<file path="src/verilog/hds_uart_end.sv">
`default_nettype none
`default_nettype wire

</file>
<file path="src/verilog/hds_pkg.sv">
`default_nettype none
package hds_pkg;
  // bit timing
  localparam int unsigned INPUT_CLOCK_HZ = 20_000_000;
  localparam int unsigned BIT_RATE       = 9_600;
  localparam logic [11:0] BIT_CYCLES     = 12'(INPUT_CLOCK_HZ / BIT_RATE);
  localparam logic [11:0] HALF_CYCLES    = 12'(INPUT_CLOCK_HZ / BIT_RATE / 2);
  localparam logic [7:0]  EDGE_PRELOAD   = 8'hFF;

  // register byte addresses
  localparam logic [7:0] ADDR_STATE   = 8'h00;
  localparam logic [7:0] ADDR_TXHOLD  = 8'h04;
  localparam logic [7:0] ADDR_RXHOLD  = 8'h08;
  localparam logic [7:0] ADDR_COMMAND = 8'h0C;
  localparam logic [7:0] ADDR_CONFIG  = 8'h10;

  // serial_state_control bit positions
  localparam int ST_TX_ACTIVE  = 0;
  localparam int ST_TX_ALLOW   = 1;
  localparam int ST_RX_ACTIVE  = 2;
  localparam int ST_RX_PENDING = 3;
  localparam int ST_PARITY     = 4;
  localparam int ST_FRAMING    = 5;
  localparam int ST_NINTH      = 7;

  // command and config fields
  localparam int CMD_SEND      = 0;
  localparam int CMD_RECEIVE   = 1;
  localparam int CFG_WIDTH_LSB = 0;
  localparam int CFG_PARITY_ON = 4;
  localparam int CFG_ODD       = 5;
  localparam int CFG_FLOW      = 6;
  localparam int CFG_STOP_LSB  = 8;

  // reset values
  localparam logic [3:0]  WIDTH_RESET = 4'h8;
  localparam logic [1:0]  STOP_COUNT  = 2'h1;
  localparam logic [7:0]  BYTE_RESET  = 8'h00;
  localparam logic [31:0] WORD_ZERO   = 32'h0000_0000;

  localparam logic [1:0] RESP_OKAY   = 2'b00;
  localparam logic [1:0] RESP_SLVERR = 2'b10;

  typedef enum logic [4:0] {
    S_IDLE = 5'b00001,
    S_CTS  = 5'b00010,
    S_TX   = 5'b00100,
    S_ARM  = 5'b01000,
    S_RX   = 5'b10000
  } hds_state_e;

  // parity over the low width bits; odd selects the inverted sense
  function automatic logic hds_parity(input logic [7:0] data, input logic [3:0] width,
                                      input logic odd);
    logic [7:0] mask;
    mask = 8'(9'h1FF >> (4'd9 - width));
    return odd ^ (^(data & mask));
  endfunction
endpackage
`default_nettype wire

</file>
<file path="src/verilog/hds_sync.sv">
`timescale 1ns/1ps
`default_nettype none
module hds_sync (
  input  wire logic clock, // system clock
  input  wire logic nrst,  // sync reset, low active
  input  wire logic pin,   // asynchronous pin
  output logic      level  // filtered level
);
  logic s1;
  logic s2;
  logic s3;

  // three stages; level moves only once stages two and three agree
  always_ff @(posedge clock) begin
    if (!nrst) begin
      s1    <= 1'b1;
      s2    <= 1'b1;
      s3    <= 1'b1;
      level <= 1'b1;
    end else begin
      s1 <= pin;
      s2 <= s1;
      s3 <= s2;
      if (s2 == s3) begin
        level <= s3;
      end
    end
  end
endmodule
`default_nettype wire

</file>
<file path="src/verilog/hds_bit_timer.sv">
`timescale 1ns/1ps
`default_nettype none
module hds_bit_timer (
  input  wire logic        clock,      // system clock
  input  wire logic        nrst,       // sync reset, low active
  input  wire logic        load,       // restart with loadCycles
  input  wire logic [11:0] loadCycles, // first interval length
  input  wire logic        run,        // cycle counting on
  input  wire logic        armEdge,    // preload edge counter
  input  wire logic        edgeMode,   // count falling edges
  input  wire logic        fallEdge,   // falling edge of receive pin
  output logic             tick,       // overflow pulse
  output logic             startSeen,  // edge counter wrapped
  output logic [7:0]       edgeCount   // edge counter value
);
  logic [11:0] count;

  // cycle counter; reloads a full bit after each overflow
  always_ff @(posedge clock) begin
    if (!nrst) begin
      count <= 12'h000;
      tick  <= 1'b0;
    end else begin
      tick <= 1'b0;
      if (load) begin
        count <= loadCycles - 12'h001;
      end else if (run) begin
        if (count == 12'h000) begin
          tick  <= 1'b1;
          count <= hds_pkg::BIT_CYCLES - 12'h001;
        end else begin
          count <= count - 12'h001;
        end
      end
    end
  end

  // edge counter, no prescale; wrap from the preload marks a start bit
  always_ff @(posedge clock) begin
    if (!nrst) begin
      edgeCount <= hds_pkg::EDGE_PRELOAD;
      startSeen <= 1'b0;
    end else begin
      startSeen <= 1'b0;
      if (armEdge) begin
        edgeCount <= hds_pkg::EDGE_PRELOAD;
      end else if (edgeMode && fallEdge) begin
        edgeCount <= edgeCount + 8'h01;
        startSeen <= (edgeCount == hds_pkg::EDGE_PRELOAD);
      end
    end
  end
endmodule
`default_nettype wire

</file>
<file path="src/verilog/hds_uart.sv">
// The implementer's own choices: the AXI4-Lite interface to the registers and the register offsets.
`timescale 1ns/1ps
`default_nettype none
// How it works
// - bit period derived from clock and bit rate; each bit leaves on one tick.
// - armed receiver counts receive pin falling edges from preload 0xFF.
// - edge counter wrap to 0x00 is taken as the start bit.
// - receive_request puts the port into reception, waiting for a start bit.
// - finished frame goes to rx_holding and clears rx_pending bit 3.
// - with parity on, transmitter sends computed parity after the data bits.
// - with parity on, receiver sets parity_fault bit 4 on mismatch.
// - parity sense odd or even, ignored while parity is off.
// - data_width configurable from 1 through 8.
// - exactly one stop bit, stop_count fixed at one.
// - optional RTS/CTS handshake on two pins, none when off.
// - status bit 0 is 1 while transmitting, 0 once line is free.
// - tx_allow bit 1 set by send_request; clearing it aborts a transmission.
// - rx_active bit 2 set on start edge detection, cleared when byte complete or on false start.
// - framing_fault bit 5 set on a framing error.
// - ninth_bit bit 7 holds sent or received parity bit.
// - receive_request sets rx_pending until whole frame incl. stop is received.
// - tx_active clears after the stop bit is fully sent, or when tx_allow is cleared.
module hds_uart (
  input  wire logic        clock,        // 20 MHz system clock
  input  wire logic        nrst,         // sync reset, low active
  input  wire logic [7:0]  s_axi_awaddr,  // write address
  input  wire logic        s_axi_awvalid, // write address valid
  output logic             s_axi_awready, // write address ready
  input  wire logic [31:0] s_axi_wdata,   // write data
  input  wire logic [3:0]  s_axi_wstrb,   // write byte strobes
  input  wire logic        s_axi_wvalid,  // write data valid
  output logic             s_axi_wready,  // write data ready
  output logic [1:0]       s_axi_bresp,   // write response
  output logic             s_axi_bvalid,  // write response valid
  input  wire logic        s_axi_bready,  // write response ready
  input  wire logic [7:0]  s_axi_araddr,  // read address
  input  wire logic        s_axi_arvalid, // read address valid
  output logic             s_axi_arready, // read address ready
  output logic [31:0]      s_axi_rdata,   // read data
  output logic [1:0]       s_axi_rresp,   // read response
  output logic             s_axi_rvalid,  // read data valid
  input  wire logic        s_axi_rready,  // read data ready
  input  wire logic        receive_pin,   // serial in
  output logic             transmit_pin,  // serial out
  input  wire logic        ctsN,          // clear to send, low active
  output logic             rtsN           // request to send, low active
);
  hds_pkg::hds_state_e state;
  logic [7:0]  awAddrQ;
  logic [31:0] wDataQ;
  logic [3:0]  wStrbQ;
  logic        awHeld;
  logic        wHeld;
  logic        wrEn;
  logic [7:0]  tx_holding;
  logic [7:0]  rx_holding;
  logic [7:0]  rxShift;
  logic [3:0]  data_width;
  logic        parityOn;
  logic        oddSense;
  logic        flow_control_on;
  logic        tx_active;
  logic        tx_allow;
  logic        rx_active;
  logic        rx_pending;
  logic        parity_fault;
  logic        framing_fault;
  logic        ninth_bit;
  logic [3:0]  bitIdx;
  logic [3:0]  lastIdx;
  logic        rxLevel;
  logic        rxLevelQ;
  logic        ctsLevel;
  logic        fallEdge;
  logic        tick;
  logic        startSeen;
  logic [7:0]  edgeCount;
  logic        timerLoad;
  logic [11:0] timerCycles;
  logic        sendReq;
  logic        receiveReq;
  logic        sendGo;
  logic        receiveGo;
  logic        rxDone;
  logic        falseStart;
  logic        stateWrite;
  logic [7:0]  rxWord;

  // pin synchronisers
  hds_sync u_rx_sync (
    .clock (clock),
    .nrst  (nrst),
    .pin   (receive_pin),
    .level (rxLevel)
  );
  hds_sync u_cts_sync (
    .clock (clock),
    .nrst  (nrst),
    .pin   (ctsN),
    .level (ctsLevel)
  );

  // falling edge on the filtered receive level
  always_ff @(posedge clock) begin
    if (!nrst) begin
      rxLevelQ <= 1'b1;
    end else begin
      rxLevelQ <= rxLevel;
    end
  end
  assign fallEdge = rxLevelQ & ~rxLevel;

  hds_bit_timer u_timer (
    .clock      (clock),
    .nrst       (nrst),
    .load       (timerLoad),
    .loadCycles (timerCycles),
    .run        ((state == hds_pkg::S_TX) || (state == hds_pkg::S_RX)),
    .armEdge    (receiveGo || falseStart),
    .edgeMode   (state == hds_pkg::S_ARM),
    .fallEdge   (fallEdge),
    .tick       (tick),
    .startSeen  (startSeen),
    .edgeCount  (edgeCount)
  );

  // index of the stop bit within a frame
  assign lastIdx = data_width + {3'b000, parityOn} + 4'h1;

  // bus write decode and command pulses; commands outside idle are dropped
  assign wrEn       = awHeld && wHeld && !s_axi_bvalid;
  assign stateWrite = wrEn && (awAddrQ == hds_pkg::ADDR_STATE) && wStrbQ[0];
  assign sendReq    = wrEn && (awAddrQ == hds_pkg::ADDR_COMMAND) && wStrbQ[0]
                      && wDataQ[hds_pkg::CMD_SEND];
  assign receiveReq = wrEn && (awAddrQ == hds_pkg::ADDR_COMMAND) && wStrbQ[0]
                      && wDataQ[hds_pkg::CMD_RECEIVE];
  assign sendGo     = sendReq && (state == hds_pkg::S_IDLE);
  assign receiveGo  = receiveReq && !sendReq && (state == hds_pkg::S_IDLE);
  assign rxDone     = (state == hds_pkg::S_RX) && tick && (bitIdx == lastIdx);
  assign falseStart = (state == hds_pkg::S_RX) && tick && (bitIdx == 4'h0) && rxLevel;
  assign rxWord     = 8'({rxShift} >> (4'd8 - data_width));

  // timer restarts: full bit for sending, half bit to reach start centre
  assign timerLoad   = (state == hds_pkg::S_CTS && (!flow_control_on || !ctsLevel))
                       || startSeen;
  assign timerCycles = startSeen ? hds_pkg::HALF_CYCLES : hds_pkg::BIT_CYCLES;

  // AXI4-Lite write channels, taken in either order
  always_ff @(posedge clock) begin
    if (!nrst) begin
      s_axi_awready <= 1'b0;
      s_axi_wready  <= 1'b0;
      s_axi_bvalid  <= 1'b0;
      s_axi_bresp   <= hds_pkg::RESP_OKAY;
      awHeld        <= 1'b0;
      wHeld         <= 1'b0;
      awAddrQ       <= 8'h00;
      wDataQ        <= hds_pkg::WORD_ZERO;
      wStrbQ        <= 4'h0;
    end else begin
      s_axi_awready <= s_axi_awvalid && !s_axi_awready && !awHeld;
      s_axi_wready  <= s_axi_wvalid && !s_axi_wready && !wHeld;
      if (s_axi_awvalid && s_axi_awready) begin
        awHeld  <= 1'b1;
        awAddrQ <= s_axi_awaddr;
      end
      if (s_axi_wvalid && s_axi_wready) begin
        wHeld  <= 1'b1;
        wDataQ <= s_axi_wdata;
        wStrbQ <= s_axi_wstrb;
      end
      if (wrEn) begin
        awHeld       <= 1'b0;
        wHeld        <= 1'b0;
        s_axi_bvalid <= 1'b1;
        s_axi_bresp  <= (awAddrQ == hds_pkg::ADDR_STATE || awAddrQ == hds_pkg::ADDR_TXHOLD
                         || awAddrQ == hds_pkg::ADDR_COMMAND
                         || awAddrQ == hds_pkg::ADDR_CONFIG
                         || awAddrQ == hds_pkg::ADDR_RXHOLD)
                        ? hds_pkg::RESP_OKAY : hds_pkg::RESP_SLVERR;
      end else if (s_axi_bvalid && s_axi_bready) begin
        s_axi_bvalid <= 1'b0;
      end
    end
  end

  // AXI4-Lite read channel, one cycle after the address
  always_ff @(posedge clock) begin
    if (!nrst) begin
      s_axi_arready <= 1'b0;
      s_axi_rvalid  <= 1'b0;
      s_axi_rdata   <= hds_pkg::WORD_ZERO;
      s_axi_rresp   <= hds_pkg::RESP_OKAY;
    end else begin
      s_axi_arready <= s_axi_arvalid && !s_axi_arready && !s_axi_rvalid;
      if (s_axi_arvalid && s_axi_arready) begin
        s_axi_rvalid <= 1'b1;
        s_axi_rresp  <= hds_pkg::RESP_OKAY;
        case (s_axi_araddr)
          hds_pkg::ADDR_STATE:   s_axi_rdata <= {24'h00_0000, ninth_bit, 1'b0, framing_fault,
                                                 parity_fault, rx_pending, rx_active,
                                                 tx_allow, tx_active};
          hds_pkg::ADDR_TXHOLD:  s_axi_rdata <= {24'h00_0000, tx_holding};
          hds_pkg::ADDR_RXHOLD:  s_axi_rdata <= {24'h00_0000, rx_holding};
          hds_pkg::ADDR_COMMAND: s_axi_rdata <= hds_pkg::WORD_ZERO;
          hds_pkg::ADDR_CONFIG:  s_axi_rdata <= {22'h0_0000, hds_pkg::STOP_COUNT, 1'b0,
                                                 flow_control_on, oddSense, parityOn,
                                                 data_width};
          default: begin
            s_axi_rdata <= hds_pkg::WORD_ZERO;
            s_axi_rresp <= hds_pkg::RESP_SLVERR;
          end
        endcase
      end else if (s_axi_rvalid && s_axi_rready) begin
        s_axi_rvalid <= 1'b0;
      end
    end
  end

  // configuration and transmit holding; widths outside 1..8 are ignored
  always_ff @(posedge clock) begin
    if (!nrst) begin
      data_width      <= hds_pkg::WIDTH_RESET;
      parityOn        <= 1'b0;
      oddSense        <= 1'b0;
      flow_control_on <= 1'b0;
      tx_holding      <= hds_pkg::BYTE_RESET;
    end else if (wrEn && wStrbQ[0]) begin
      if (awAddrQ == hds_pkg::ADDR_CONFIG) begin
        if (wDataQ[3:0] >= 4'h1 && wDataQ[3:0] <= 4'h8) begin
          data_width <= wDataQ[3:0];
        end
        parityOn        <= wDataQ[hds_pkg::CFG_PARITY_ON];
        oddSense        <= wDataQ[hds_pkg::CFG_ODD];
        flow_control_on <= wDataQ[hds_pkg::CFG_FLOW];
      end
      if (awAddrQ == hds_pkg::ADDR_TXHOLD && state == hds_pkg::S_IDLE) begin
        tx_holding <= wDataQ[7:0];
      end
    end
  end

  // port sequencing
  always_ff @(posedge clock) begin
    if (!nrst) begin
      state        <= hds_pkg::S_IDLE;
      bitIdx       <= 4'h0;
      transmit_pin <= 1'b1;
      rxShift      <= hds_pkg::BYTE_RESET;
    end else begin
      case (state)
        hds_pkg::S_IDLE: begin
          transmit_pin <= 1'b1;
          bitIdx       <= 4'h0;
          if (sendGo) begin
            state <= hds_pkg::S_CTS;
          end else if (receiveGo) begin
            state <= hds_pkg::S_ARM;
          end
        end
        hds_pkg::S_CTS: begin
          if (!tx_allow) begin
            state <= hds_pkg::S_IDLE;
          end else if (timerLoad) begin
            state <= hds_pkg::S_TX;
          end
        end
        hds_pkg::S_TX: begin
          if (!tx_allow) begin
            state        <= hds_pkg::S_IDLE;
            transmit_pin <= 1'b1;
          end else if (tick) begin
            bitIdx <= bitIdx + 4'h1;
            if (bitIdx > lastIdx) begin
              state <= hds_pkg::S_IDLE;
            end else if (bitIdx == 4'h0) begin
              transmit_pin <= 1'b0;
            end else if (bitIdx <= data_width) begin
              transmit_pin <= tx_holding[3'(bitIdx - 4'h1)];
            end else if (parityOn && bitIdx == data_width + 4'h1) begin
              transmit_pin <= ninth_bit;
            end else begin
              transmit_pin <= 1'b1;
            end
          end
        end
        hds_pkg::S_ARM: begin
          bitIdx <= 4'h0;
          if (startSeen) begin
            state <= hds_pkg::S_RX;
          end
        end
        hds_pkg::S_RX: begin
          if (falseStart) begin
            state <= hds_pkg::S_ARM;
          end else if (tick) begin
            bitIdx <= bitIdx + 4'h1;
            if (bitIdx >= 4'h1 && bitIdx <= data_width) begin
              rxShift <= {rxLevel, rxShift[7:1]};
            end
            if (rxDone) begin
              state <= hds_pkg::S_IDLE;
            end
          end
        end
        default: begin
          state <= hds_pkg::S_IDLE;
        end
      endcase
    end
  end

  // handshake out: ready to take data while waiting or receiving
  always_ff @(posedge clock) begin
    if (!nrst) begin
      rtsN <= 1'b1;
    end else begin
      rtsN <= !(flow_control_on && (state == hds_pkg::S_ARM || state == hds_pkg::S_RX));
    end
  end

  // transmit flags
  always_ff @(posedge clock) begin
    if (!nrst) begin
      tx_allow  <= 1'b0;
      tx_active <= 1'b0;
    end else begin
      if (sendGo) begin
        tx_allow <= 1'b1;
      end else if (stateWrite) begin
        tx_allow <= wDataQ[hds_pkg::ST_TX_ALLOW];
      end
      if (sendGo) begin
        tx_active <= 1'b1;
      end else if (!tx_allow || (state == hds_pkg::S_TX && tick && bitIdx > lastIdx)) begin
        tx_active <= 1'b0;
      end
    end
  end

  // receive flags, holding register and ninth bit
  always_ff @(posedge clock) begin
    if (!nrst) begin
      rx_pending    <= 1'b0;
      rx_active     <= 1'b0;
      parity_fault  <= 1'b0;
      framing_fault <= 1'b0;
      ninth_bit     <= 1'b0;
      rx_holding    <= hds_pkg::BYTE_RESET;
    end else begin
      if (receiveGo) begin
        rx_pending <= 1'b1;
      end else if (rxDone) begin
        rx_pending <= 1'b0;
      end
      if (startSeen) begin
        rx_active <= 1'b1;
      end else if (rxDone || falseStart) begin
        rx_active <= 1'b0;
      end
      if (sendGo) begin
        ninth_bit <= hds_pkg::hds_parity(tx_holding, data_width, oddSense);
      end else if (state == hds_pkg::S_RX && tick && parityOn
                   && bitIdx == data_width + 4'h1) begin
        ninth_bit <= rxLevel;
      end
      if (rxDone) begin
        rx_holding <= rxWord;
      end
      // hardware result wins over a clear in the same cycle
      if (rxDone) begin
        parity_fault <= parityOn
                        && (hds_pkg::hds_parity(rxWord, data_width, oddSense) != ninth_bit);
      end else if (stateWrite && wDataQ[hds_pkg::ST_PARITY]) begin
        parity_fault <= 1'b0;
      end
      if (rxDone) begin
        framing_fault <= !rxLevel;
      end else if (stateWrite && wDataQ[hds_pkg::ST_FRAMING]) begin
        framing_fault <= 1'b0;
      end
    end
  end

  AST_IDLE_HIGH: assert property (@(posedge clock) disable iff (!nrst)
    (state == hds_pkg::S_IDLE) |=> transmit_pin)
    else $error("line not high while idle");
  AST_START_LOW: assert property (@(posedge clock) disable iff (!nrst)
    (state == hds_pkg::S_TX && tx_allow && tick && bitIdx == 4'h0) |=> !transmit_pin)
    else $error("start bit not low");
  AST_PRELOAD: assert property (@(posedge clock) disable iff (!nrst)
    receiveGo |=> (edgeCount == 8'hFF) && (state == hds_pkg::S_ARM))
    else $error("edge counter not preloaded");
  AST_PENDING: assert property (@(posedge clock) disable iff (!nrst)
    receiveGo |=> rx_pending && !rx_active)
    else $error("rx_pending not set by receive request");
  AST_RX_DONE: assert property (@(posedge clock) disable iff (!nrst)
    rxDone |=> !rx_pending && !rx_active && (rx_holding == $past(rxWord)))
    else $error("completion did not update holding and flags");
  AST_FRAMING: assert property (@(posedge clock) disable iff (!nrst)
    (rxDone && !rxLevel) |=> framing_fault)
    else $error("framing fault not recorded");
  AST_ABORT: assert property (@(posedge clock) disable iff (!nrst)
    (tx_active && !tx_allow && !sendGo) |=> !tx_active && transmit_pin)
    else $error("abort did not stop transmission");
  AST_TX_END: assert property (@(posedge clock) disable iff (!nrst)
    $fell(tx_active) |-> !$past(tx_allow) || ($past(tick) && $past(bitIdx) > $past(lastIdx)))
    else $error("tx_active fell before stop bit end");
  AST_START_ACT: assert property (@(posedge clock) disable iff (!nrst)
    startSeen |=> rx_active && (state == hds_pkg::S_RX))
    else $error("start detection did not set rx_active");
  AST_WIDTH: assert property (@(posedge clock) disable iff (!nrst)
    (data_width >= 4'h1) && (data_width <= 4'h8))
    else $error("data width out of range");
endmodule
`default_nettype wire

</file>
<file path="config.mk">
export PLATFORM = sky130hd
export DESIGN_NAME = hds_uart
export DESIGN_NICKNAME = d
export VERILOG_FILES = /design/src/verilog/hds_uart_end.sv /design/src/verilog/hds_pkg.sv /design/src/verilog/hds_sync.sv /design/src/verilog/hds_bit_timer.sv /design/src/verilog/hds_uart.sv
export SDC_FILE = /design/constraint.sdc
export NUM_CORES = 1
export LEC_CHECK = 0
export BUFFER_PORTS_ARGS = -buffer_cell sky130_fd_sc_hd__buf_4
export CAP_MARGIN = 20
export CORE_ASPECT_RATIO = 2
export CORE_UTILIZATION = 40
export DETAILED_ROUTE_END_ITERATION = 16
export GPL_TIMING_DRIVEN = 1
export MAX_ROUTING_LAYER = met4
export REMOVE_ABC_BUFFERS = 1
export SYNTH_ARGS = -nofsm -noshare
export SYNTH_HDL_FRONTEND = slang
export SYNTH_SLANG_ARGS = --single-unit
</file>
<file path="constraint.sdc">
create_clock -name clock -period 3.2 [get_ports clock]
set_input_delay 0.64 -clock clock [delete_from_list [all_inputs] [get_ports clock]]
set_output_delay 0.64 -clock clock [all_outputs]
set_load 0.02 [all_outputs]
</file>
==> out/qor_table.md, run 1 <==
| Stage | Result | Value |
|---|---|---|
| global route | Global-route wire length before repair | 26.0 mm |
| clocking | Number of clock buffers inserted by TritonCTS | 17 |
| finish | Total of fill cells in the finished design | 1589 |
| worst setup path | Crit path launch type | register |
| clocking | Clock-pin slew on the worst setup and hold paths | 0.06 ns |
| clocking | Clock Root Buffer | sky130_fd_sc_hd__clkbuf_16 |
| routing | Starting DRC count in detailed routing | 172 |
| pwr | Fraction of power spent switching nets | 29.1% |
| worst setup path | Critical Setup Path Class | reg -> reg |
| global route | Gr ovfl total | 0 |
| placement | Sum of net half-perimeters after detailed placement | 12.7 mm |
| timing | Total negative slack | 0 ns |
| pwr | Leakage power total | 0.00288 uW |
| die | Die X-Extent | 91.9 um |
| clocking | CTS hold repair buffers | 0 |
| finish | Post-layout utilization of the core | 47.6% |
| clocking | H-tree levels | 4 |
| yosys | Most repeated cell in the gate-level netlist after synthesis | sky130_fd_sc_hd__dfxtp_1 |
| finish | Post-Layout Inst Area | 7510 um2 |
| pwr | Worst IR Drop VDD | 0.286 mV |
| timing | Count of endpoints failing hold in the final timing report | 0 |
| routing | Total wirelength of the detailed-routed design | 16.5 mm |
| global route | Largest net degree at the start of global routing | 56 |
| hold path | Hold path startpoint | ctsN |
| routing | Antenna violation net count after detailed routing | 0 |
| pwr | Share of total power in sequential cells | 40.6% |
| timing | Final period util | 87.2% |
| run | # Max-Cap Violations | 0 |
| die | Die area | 16700 um2 |
| routing | DRC violation count after routing | 0 |
| global route | Vias in the first global route | 5240 |
| routing | Routed wire length on met2 | 9.21 mm |
| die | Core outline area | 15800 um2 |
| timing | RSZ-0062 raised after global routing | false |
| routing | Highest Signal Layer | met4 |
| timing | Measured slew at the worst slew-check pin | 0.749 ns |
| worst setup path | Largest stage delay, worst path | 0.50 ns |
| global route | Gr usage total | 20.6% |
| yosys | Sequential fraction of the synthesis area | 35.6% |
| finish | Sequential Area | 2300 um2 |
| timing | Normalized max-slew margin | 49.4% |
| clocking | Clock latency on the worst-skew pair | 0.42 ns |
| die | Die height | 182 um |
| yosys | Number of distinct standard cells referenced by the synthesized netlist | 73 |
| status | Outcome | finished clean |
| yosys | Synth top area cells | sky130_fd_sc_hd__dfxtp_1, sky130_fd_sc_hd__nand2_1, sky130_fd_sc_hd__ha_1 |
| worst setup path | CP startpoint | data_width[2] |
| global route | Antenna violations before repair | 0 |
| yosys | Post-synth top flop | sky130_fd_sc_hd__dfxtp_1 |
| yosys | Synth Warn # | 0 |
| yosys | Synth Area per Inst | 8.92 um2 |
| yosys | Synth area leader | sky130_fd_sc_hd__dfxtp_1 |
| hold path | Hold WC Path Type | in -> reg |
| routing | Routed metal-1 wire length | 6.13 mm |
| die | Starting density of the core | 41.0% |
| timing | Time the worst path needs with I/O delays and setup | 2.79 ns |
| clocking | Count of instances resized after the clock tree is built | 0 |
| pwr | Power density cells | 515 nW/um2 |
| clocking | Number of setup buffers added after CTS | 0 |
| clocking | Maximum count of clock buffers along a single path | 2 |
| routing | Via count of the routed design | 5253 |
| worst setup path | Master of the slowest instance on the critical path | sky130_fd_sc_hd__dfxtp_1 |
| timing | Max Clock Freq | 0.358 GHz |
| yosys | Synth top area share | 35.6% |
| yosys | Number of storage elements in the synthesis netlist | 115 |
| worst setup path | Worst reg2reg path startpoint | data_width[2] |
| die | Rows | 65 |
| worst setup path | Critical path data arrival time | 3.09 ns |
| yosys | Number of synthesized flops with an enable pin | 0 |
| worst setup path | Required @ worst endpoint | 3.50 ns |
| yosys | Post-synthesis instance total | 726 |
| clocking | CTS tree | done |
| die | I/O pins | 104 |
| worst setup path | Critical path peak fanout | 5 |
| worst setup path | Cell Chain, Critical Path | ha_1, nor2b_1, xnor2_1, ha_1, and4_1, a21oi_1, nand2_1, a211o_1, mux2i_1, nor2b_1 |
| finish | Synth-to-Final Area Change | 16.0% |
| finish | Area taken by multi-input logic gates | 3830 um2 |
| pwr | Power Internal | 2740 uW |
| pwr | Switching power summed over all nets | 1120 uW |
| finish | Number of nets in the finished design | 864 |
| placement | Cell Area, Placed | 6950 um2 |
| finish | Layout cell share with drive strength beyond 1 | 16.2% |
| timing | Worst hold margin | 0.419 ns |
| routing | Via density per instance | 5.30 |
| placement | Count of input and output buffers | 51 |
| yosys | Total standard cell area after synthesis | 6470 um2 |
| pwr | Logic pwr share | 14.1% |
| routing | Total length of routed met3 wires | 382 um |
| worst setup path | Setup crit end kind | register |
| placement | Final GP Congestion | 0.935 |
| routing | Total iterations of the first detailed-routing run | 4 |
| timing | Final worst clock skew | 0.00905 ns |
| timing | Final max-slew violation count | 0 |
| timing | Final setup vio count | 0 |
| yosys | Synth cell count leaders | sky130_fd_sc_hd__dfxtp_1, sky130_fd_sc_hd__nand2_1, sky130_fd_sc_hd__nor2_1, sky130_fd_sc_hd__nor2b_1, sky130_fd_sc_hd__xnor2_1 |
| pwr | Clock network fraction of total power | 45.3% |
| routing | Routed wire length per instance | 16.6 um |
| finish | Antenna Diode Count | 0 |
| clocking | Num Clock Sinks | 115 |
| yosys | Async SR Flop Fraction | 0% |
==> state kept, by name, indices dropped and copies added, names as in the netlist, 4 cells and up <==
name               flops
rxShift                8
s_axi_rdata            9
tx_holding             8
awAddrQ                8
wDataQ                 8
bitIdx                 4
u_timer.count         12
u_timer.edgeCount      8
data_width             4
rx_holding             8
state                  5
==> layer usage <==
metal / GRT usage [%] / vias to the layer above
li1: - / 2605
met1: 19.4 / 2501
met2: 38.5 / 101
met3: 3.64 / 46
met4: 11.3 / 0
met5: - / -
==> critical path: cells and delay by family, from the launching register on <==
| family | cells | cell delay (ns) |
|---|---|---|
| AOI/OAI and AO/OA | 2 | 0.70 |
| and+or+nand+nor | 4 | 0.65 |
| adders and majority gates | 2 | 0.52 |
| DFF | 1 | 0.50 |
| muxes | 1 | 0.18 |
| xor gates and xnor gates | 1 | 0.13 |
==> layout by cell type (no fill, tap or decap), types with 6 or more instances in the layout <==
| cell type | n |
|---|---|
| sky130_fd_sc_hd__nand4b_1 | 6 |
| sky130_fd_sc_hd__dfxtp_1 | 115 |
| sky130_fd_sc_hd__nand2_1 | 87 |
| sky130_fd_sc_hd__mux4_2 | 7 |
| sky130_fd_sc_hd__and2_1 | 10 |
| sky130_fd_sc_hd__nor3_1 | 10 |
| sky130_fd_sc_hd__nand2b_1 | 16 |
| sky130_fd_sc_hd__nor2_1 | 40 |
| sky130_fd_sc_hd__ha_1 | 25 |
| sky130_fd_sc_hd__or3_1 | 6 |
| sky130_fd_sc_hd__a21oi_1 | 30 |
| sky130_fd_sc_hd__nand3b_1 | 6 |
| sky130_fd_sc_hd__inv_1 | 16 |
| sky130_fd_sc_hd__xnor2_1 | 31 |
| sky130_fd_sc_hd__buf_4 | 65 |
| sky130_fd_sc_hd__a31oi_1 | 6 |
| sky130_fd_sc_hd__nor2b_1 | 38 |
| sky130_fd_sc_hd__a22oi_1 | 13 |
| sky130_fd_sc_hd__mux2i_1 | 30 |
| sky130_fd_sc_hd__clkbuf_16 | 17 |
| sky130_fd_sc_hd__nand3_1 | 25 |
| sky130_fd_sc_hd__a21boi_0 | 30 |
| sky130_fd_sc_hd__and3_1 | 7 |
| sky130_fd_sc_hd__xor2_1 | 14 |
| sky130_fd_sc_hd__conb_1 | 25 |
| sky130_fd_sc_hd__o21ai_0 | 25 |
==> path summary, 6_finish.rpt <==
| path | endpoint | slack [ns] | cells after the start |
|---|---|---|---|
| hold reg to reg | u_cts_sync.s2 | 0.43 | 1 |
| setup / recovery | state[3] | 0.41 | 10 |
| hold / removal | u_cts_sync.s1 | 0.42 | 2 |
| setup reg to reg | state[3] | 0.41 | 10 |
==> final cells by class <==
| class | count | share of cell area (%) |
|---|---|---|
| multi-input combinational | 561 | 51.0 |
| sequential | 115 | 30.7 |
| timing repair buffer | 66 | 6.77 |
| clock buffer | 19 | 6.03 |
| tap | 201 | 3.35 |
| clock inverter | 13 | 1.37 |
| inverter | 17 | 0.850 |
==> through the flow <==
| stage | power, uW | setup WS [ns] | instances |
|---|---|---|---|
| floorplan | 1960 | 0.259 | 693 |
| global placement | 2120 | 0.454 | 960 |
| detailed placement | 2140 | 0.434 | 960 |
| CTS | 3880 | 0.431 | 992 |
| global route | 4030 | 0.261 | 992 |
| finish | 3860 | 0.408 | 992 |
==> power by group through the flow <==
| stage | logic (uW) | registers (uW) | clock network (uW) |
|---|---|---|---|
| after CTS | 549 | 1560 | 1770 |
| after detailed placement | 546 | 1590 | 0 |
| final | 547 | 1570 | 1750 |
| after floorplan | 386 | 1580 | 0 |
| after global placement | 533 | 1590 | 0 |
| after global routing | 609 | 1570 | 1850 |
==> cell families after synthesis <==
kind of cell	count (synthesis)	synth area share, %
AO/OA/AOI/OAI	137	14.1
XOR/XNOR	46	6.51
adder cells (fa/ha/maj)	25	4.83
buffers and inverters	74	6.71
flip-flops	115	35.6
multiplexers	38	7.25
other	1	0.0579
AND/OR/NAND/NOR	290	24.9
Power figures use the tool's default switching activity.
==> inputs of run 2 (changes only) <==
- ABC_CLOCK_PERIOD_IN_PS: default -> 3200
- CTS_CLUSTER_SIZE: default -> 20
- RECOVER_POWER: default -> 25
==> run 2 against run 1 <==
The run now ends with capacitance limit, slew limit left. Critical path depth is the same. Die area is the same. Cell area is essentially flat. Register-to-register slack is essentially flat. Largest power group unchanged. Highest routed layer unchanged.
==> out/qor_table.md, run 2 (synthesis gave the netlist of run 1 again) <==
| Stage | Result | Value | vs previous |
|---|---|---|---|
| status | Outcome | complete, but fails checks |  |
| status | Failing checks | capacitance limit, slew limit |  |
| worst setup path | Worst Path Buf+Inv | 0 | unchanged |
| die | Rows | 65 | unchanged |
| finish | Total of fill cells in the finished design | 1588 | -0.063% |
| routing | Via count of the routed design | 5253 | unchanged |
| pwr | Leakage power total | 0.00287 uW | -0.13% |
| global route | Gr usage total | 20.6% | unchanged |
| pwr | Worst IR Drop VDD | 0.286 mV | about the same |
| clocking | Count of instances resized after the clock tree is built | 0 | unchanged |
| timing | Total negative slack | 0 ns | unchanged |
| timing | Final period util | 87.4% | +0.13 points |
| placement | Count of input and output buffers | 51 | unchanged |
| worst setup path | Critical path data arrival time | 3.09 ns | about the same |
| clocking | CTS hold repair buffers | 0 | unchanged |
| timing | Max Clock Freq | 0.358 GHz | -0.14% |
| hold path | Hold WC Path Type | in -> reg |  |
| clocking | H-tree levels | 4 | unchanged |
| placement | Placement-stage worst setup slack | 0.434 ns | unchanged |
| worst setup path | Crit path launch type | register |  |
| routing | Antenna violation net count after detailed routing | 0 | unchanged |
| timing | Normalized max-slew margin | -10.3% | -60 points |
| routing | Starting DRC count in detailed routing | 172 | unchanged |
| routing | Total iterations of the first detailed-routing run | 4 | unchanged |
| routing | Routed wire length per instance | 16.6 um | about the same |
| run | # Max-Cap Violations | 1 | +1 |
| routing | Total wirelength of the detailed-routed design | 16.5 mm | about the same |
| global route | Antenna violations before repair | 0 | unchanged |
| clocking | Clock Root Buffer | sky130_fd_sc_hd__clkbuf_16 |  |
| finish | Antenna Diode Count | 0 | unchanged |
| worst setup path | Family of cells with the greatest summed delay on the critical path | compound AO/OA/AOI/OAI gates |  |
| timing | Post-route worst setup slack | 0.404 ns | -0.00403 ns |
| timing | Measured slew at the worst slew-check pin | 1.66 ns | +0.906 ns |
| die | Core outline area | 15800 um2 | unchanged |
| worst setup path | Master of the slowest instance on the critical path | sky130_fd_sc_hd__dfxtp_1 |  |
| timing | RSZ-0062 raised after global routing | false |  |
| finish | Layout cell share with drive strength beyond 1 | 16.1% | -0.13 points |
| finish | Synth-to-Final Area Change | 15.9% | about the same |
| global route | Largest net degree at the start of global routing | 56 | unchanged |
| worst setup path | Largest stage delay, worst path | 0.50 ns | about the same |
| die | I/O pins | 104 | unchanged |
| die | Die X-Extent | 91.9 um | unchanged |
| die | Die area | 16700 um2 | unchanged |
| worst setup path | Critical Setup Path Class | reg -> reg |  |
| timing | Time the worst path needs with I/O delays and setup | 2.80 ns | +0.00403 ns |
| global route | Global-route wire length before repair | 26.0 mm | unchanged |
| clocking | Number of clock buffers inserted by TritonCTS | 17 | unchanged |
| routing | Via density per instance | 5.30 | unchanged |
| placement | Final GP Congestion | 0.935 | unchanged |
| timing | Count of endpoints failing hold in the final timing report | 0 | unchanged |
| clocking | Clock latency on the worst-skew pair | 0.42 ns | about the same |
| clocking | Number of setup buffers added after CTS | 0 | unchanged |
| finish | Number of nets in the finished design | 864 | unchanged |
| finish | Registers with the most flip-flops | u_timer.count x12, s_axi_rdata x9 |  |
| finish | Commonest cells after routing, fill and taps aside | sky130_fd_sc_hd__dfxtp_1, sky130_fd_sc_hd__nand2_1, sky130_fd_sc_hd__buf_4, sky130_fd_sc_hd__nor2_1, sky130_fd_sc_hd__nor2b_1 |  |
| clocking | Maximum count of clock buffers along a single path | 2 | unchanged |
| placement | Sum of net half-perimeters after detailed placement | 12.7 mm | unchanged |
| clocking | CTS tree | done |  |
| timing | Final max-slew violation count | 41 | +41 |
| routing | DRC violation count after routing | 0 | unchanged |
| global route | Gr ovfl total | 0 | unchanged |
| die | Starting density of the core | 41.0% | unchanged |
| timing | Final worst clock skew | 0.00905 ns | +0.0000000300 ns |
| worst setup path | Cell Chain, Critical Path | ha_1, nor2b_1, xnor2_1, ha_1, and4_1, a21oi_1, nand2_1, a211o_1, mux2i_1, nor2b_1 |  |
| finish | Most frequent standard cell in the layout excluding fill and tap cells | sky130_fd_sc_hd__dfxtp_1 |  |
| finish | Flip-flop count of the largest register after layout | 12 | unchanged |
| timing | Final setup vio count | 0 | unchanged |
| pwr | Power density cells | 515 nW/um2 | about the same |
| worst setup path | Required @ worst endpoint | 3.50 ns | about the same |
| finish | Largest reg by FF count | u_timer.count |  |
| worst setup path | Critical path peak fanout | 5 | unchanged |
| clocking | Num Clock Sinks | 115 | unchanged |
| global route | Vias in the first global route | 5240 | unchanged |
| die | Die height | 182 um | unchanged |
| worst setup path | Setup crit end kind | register |  |
| clocking | Clock-pin slew on the worst setup and hold paths | 0.06 ns | about the same |
## run 2: worst paths after layout
path | slack (ns) | cells after the start | start | endpoint
hold / removal | 0.42 | 2 | ctsN | u_cts_sync.s1
setup reg to reg | 0.40 | 10 | data_width[2] | state[3]
hold reg to reg | 0.43 | 1 | u_cts_sync.s1 | u_cts_sync.s2
setup / recovery | 0.40 | 10 | data_width[2] | state[3]
## run 2: metal layers
metal  global-route usage (%)  share of wire, %
met3                     3.64               2.3
met4                     11.3               4.6
met1                     19.4                37
met5                        -                 0
met2                     38.5                56
## run 2: power breakdown
part / internal, uW / switching, uW
logic: 220 / 327
clock network: 1040 / 712
registers: 1480 / 84.5
## run 2: stage by stage
step | utilization, % | cell area, um2 | total power (uW) | hold slack, ns | cells
6_report | 47.6 | 7500 | 3860 | 0.419 | 992
4_1_cts | 47.6 | 7510 | 3880 | 0.409 | 992
3_5_place_dp | 44.1 | 6950 | 2140 | 0.406 | 960
2_1_floorplan | - | 6190 | 1960 | 0.386 | 693
3_3_place_gp | 44.1 | 6950 | 2120 | 0.402 | 960
5_1_grt | 47.6 | 7500 | 4030 | 0.421 | 992
## run 2: final cells by class
cell class / count / area, um2 / share of cell area, %
Clock buffer: 19 / 453 / 6.04
Timing Repair Buffer: 66 / 504 / 6.72
Clock inverter: 13 / 103 / 1.37
Inverter: 17 / 63.8 / 0.850
Multi-Input combinational cell: 561 / 3830 / 51.0
Tap cell: 201 / 251 / 3.35
Sequential cell: 115 / 2300 / 30.7
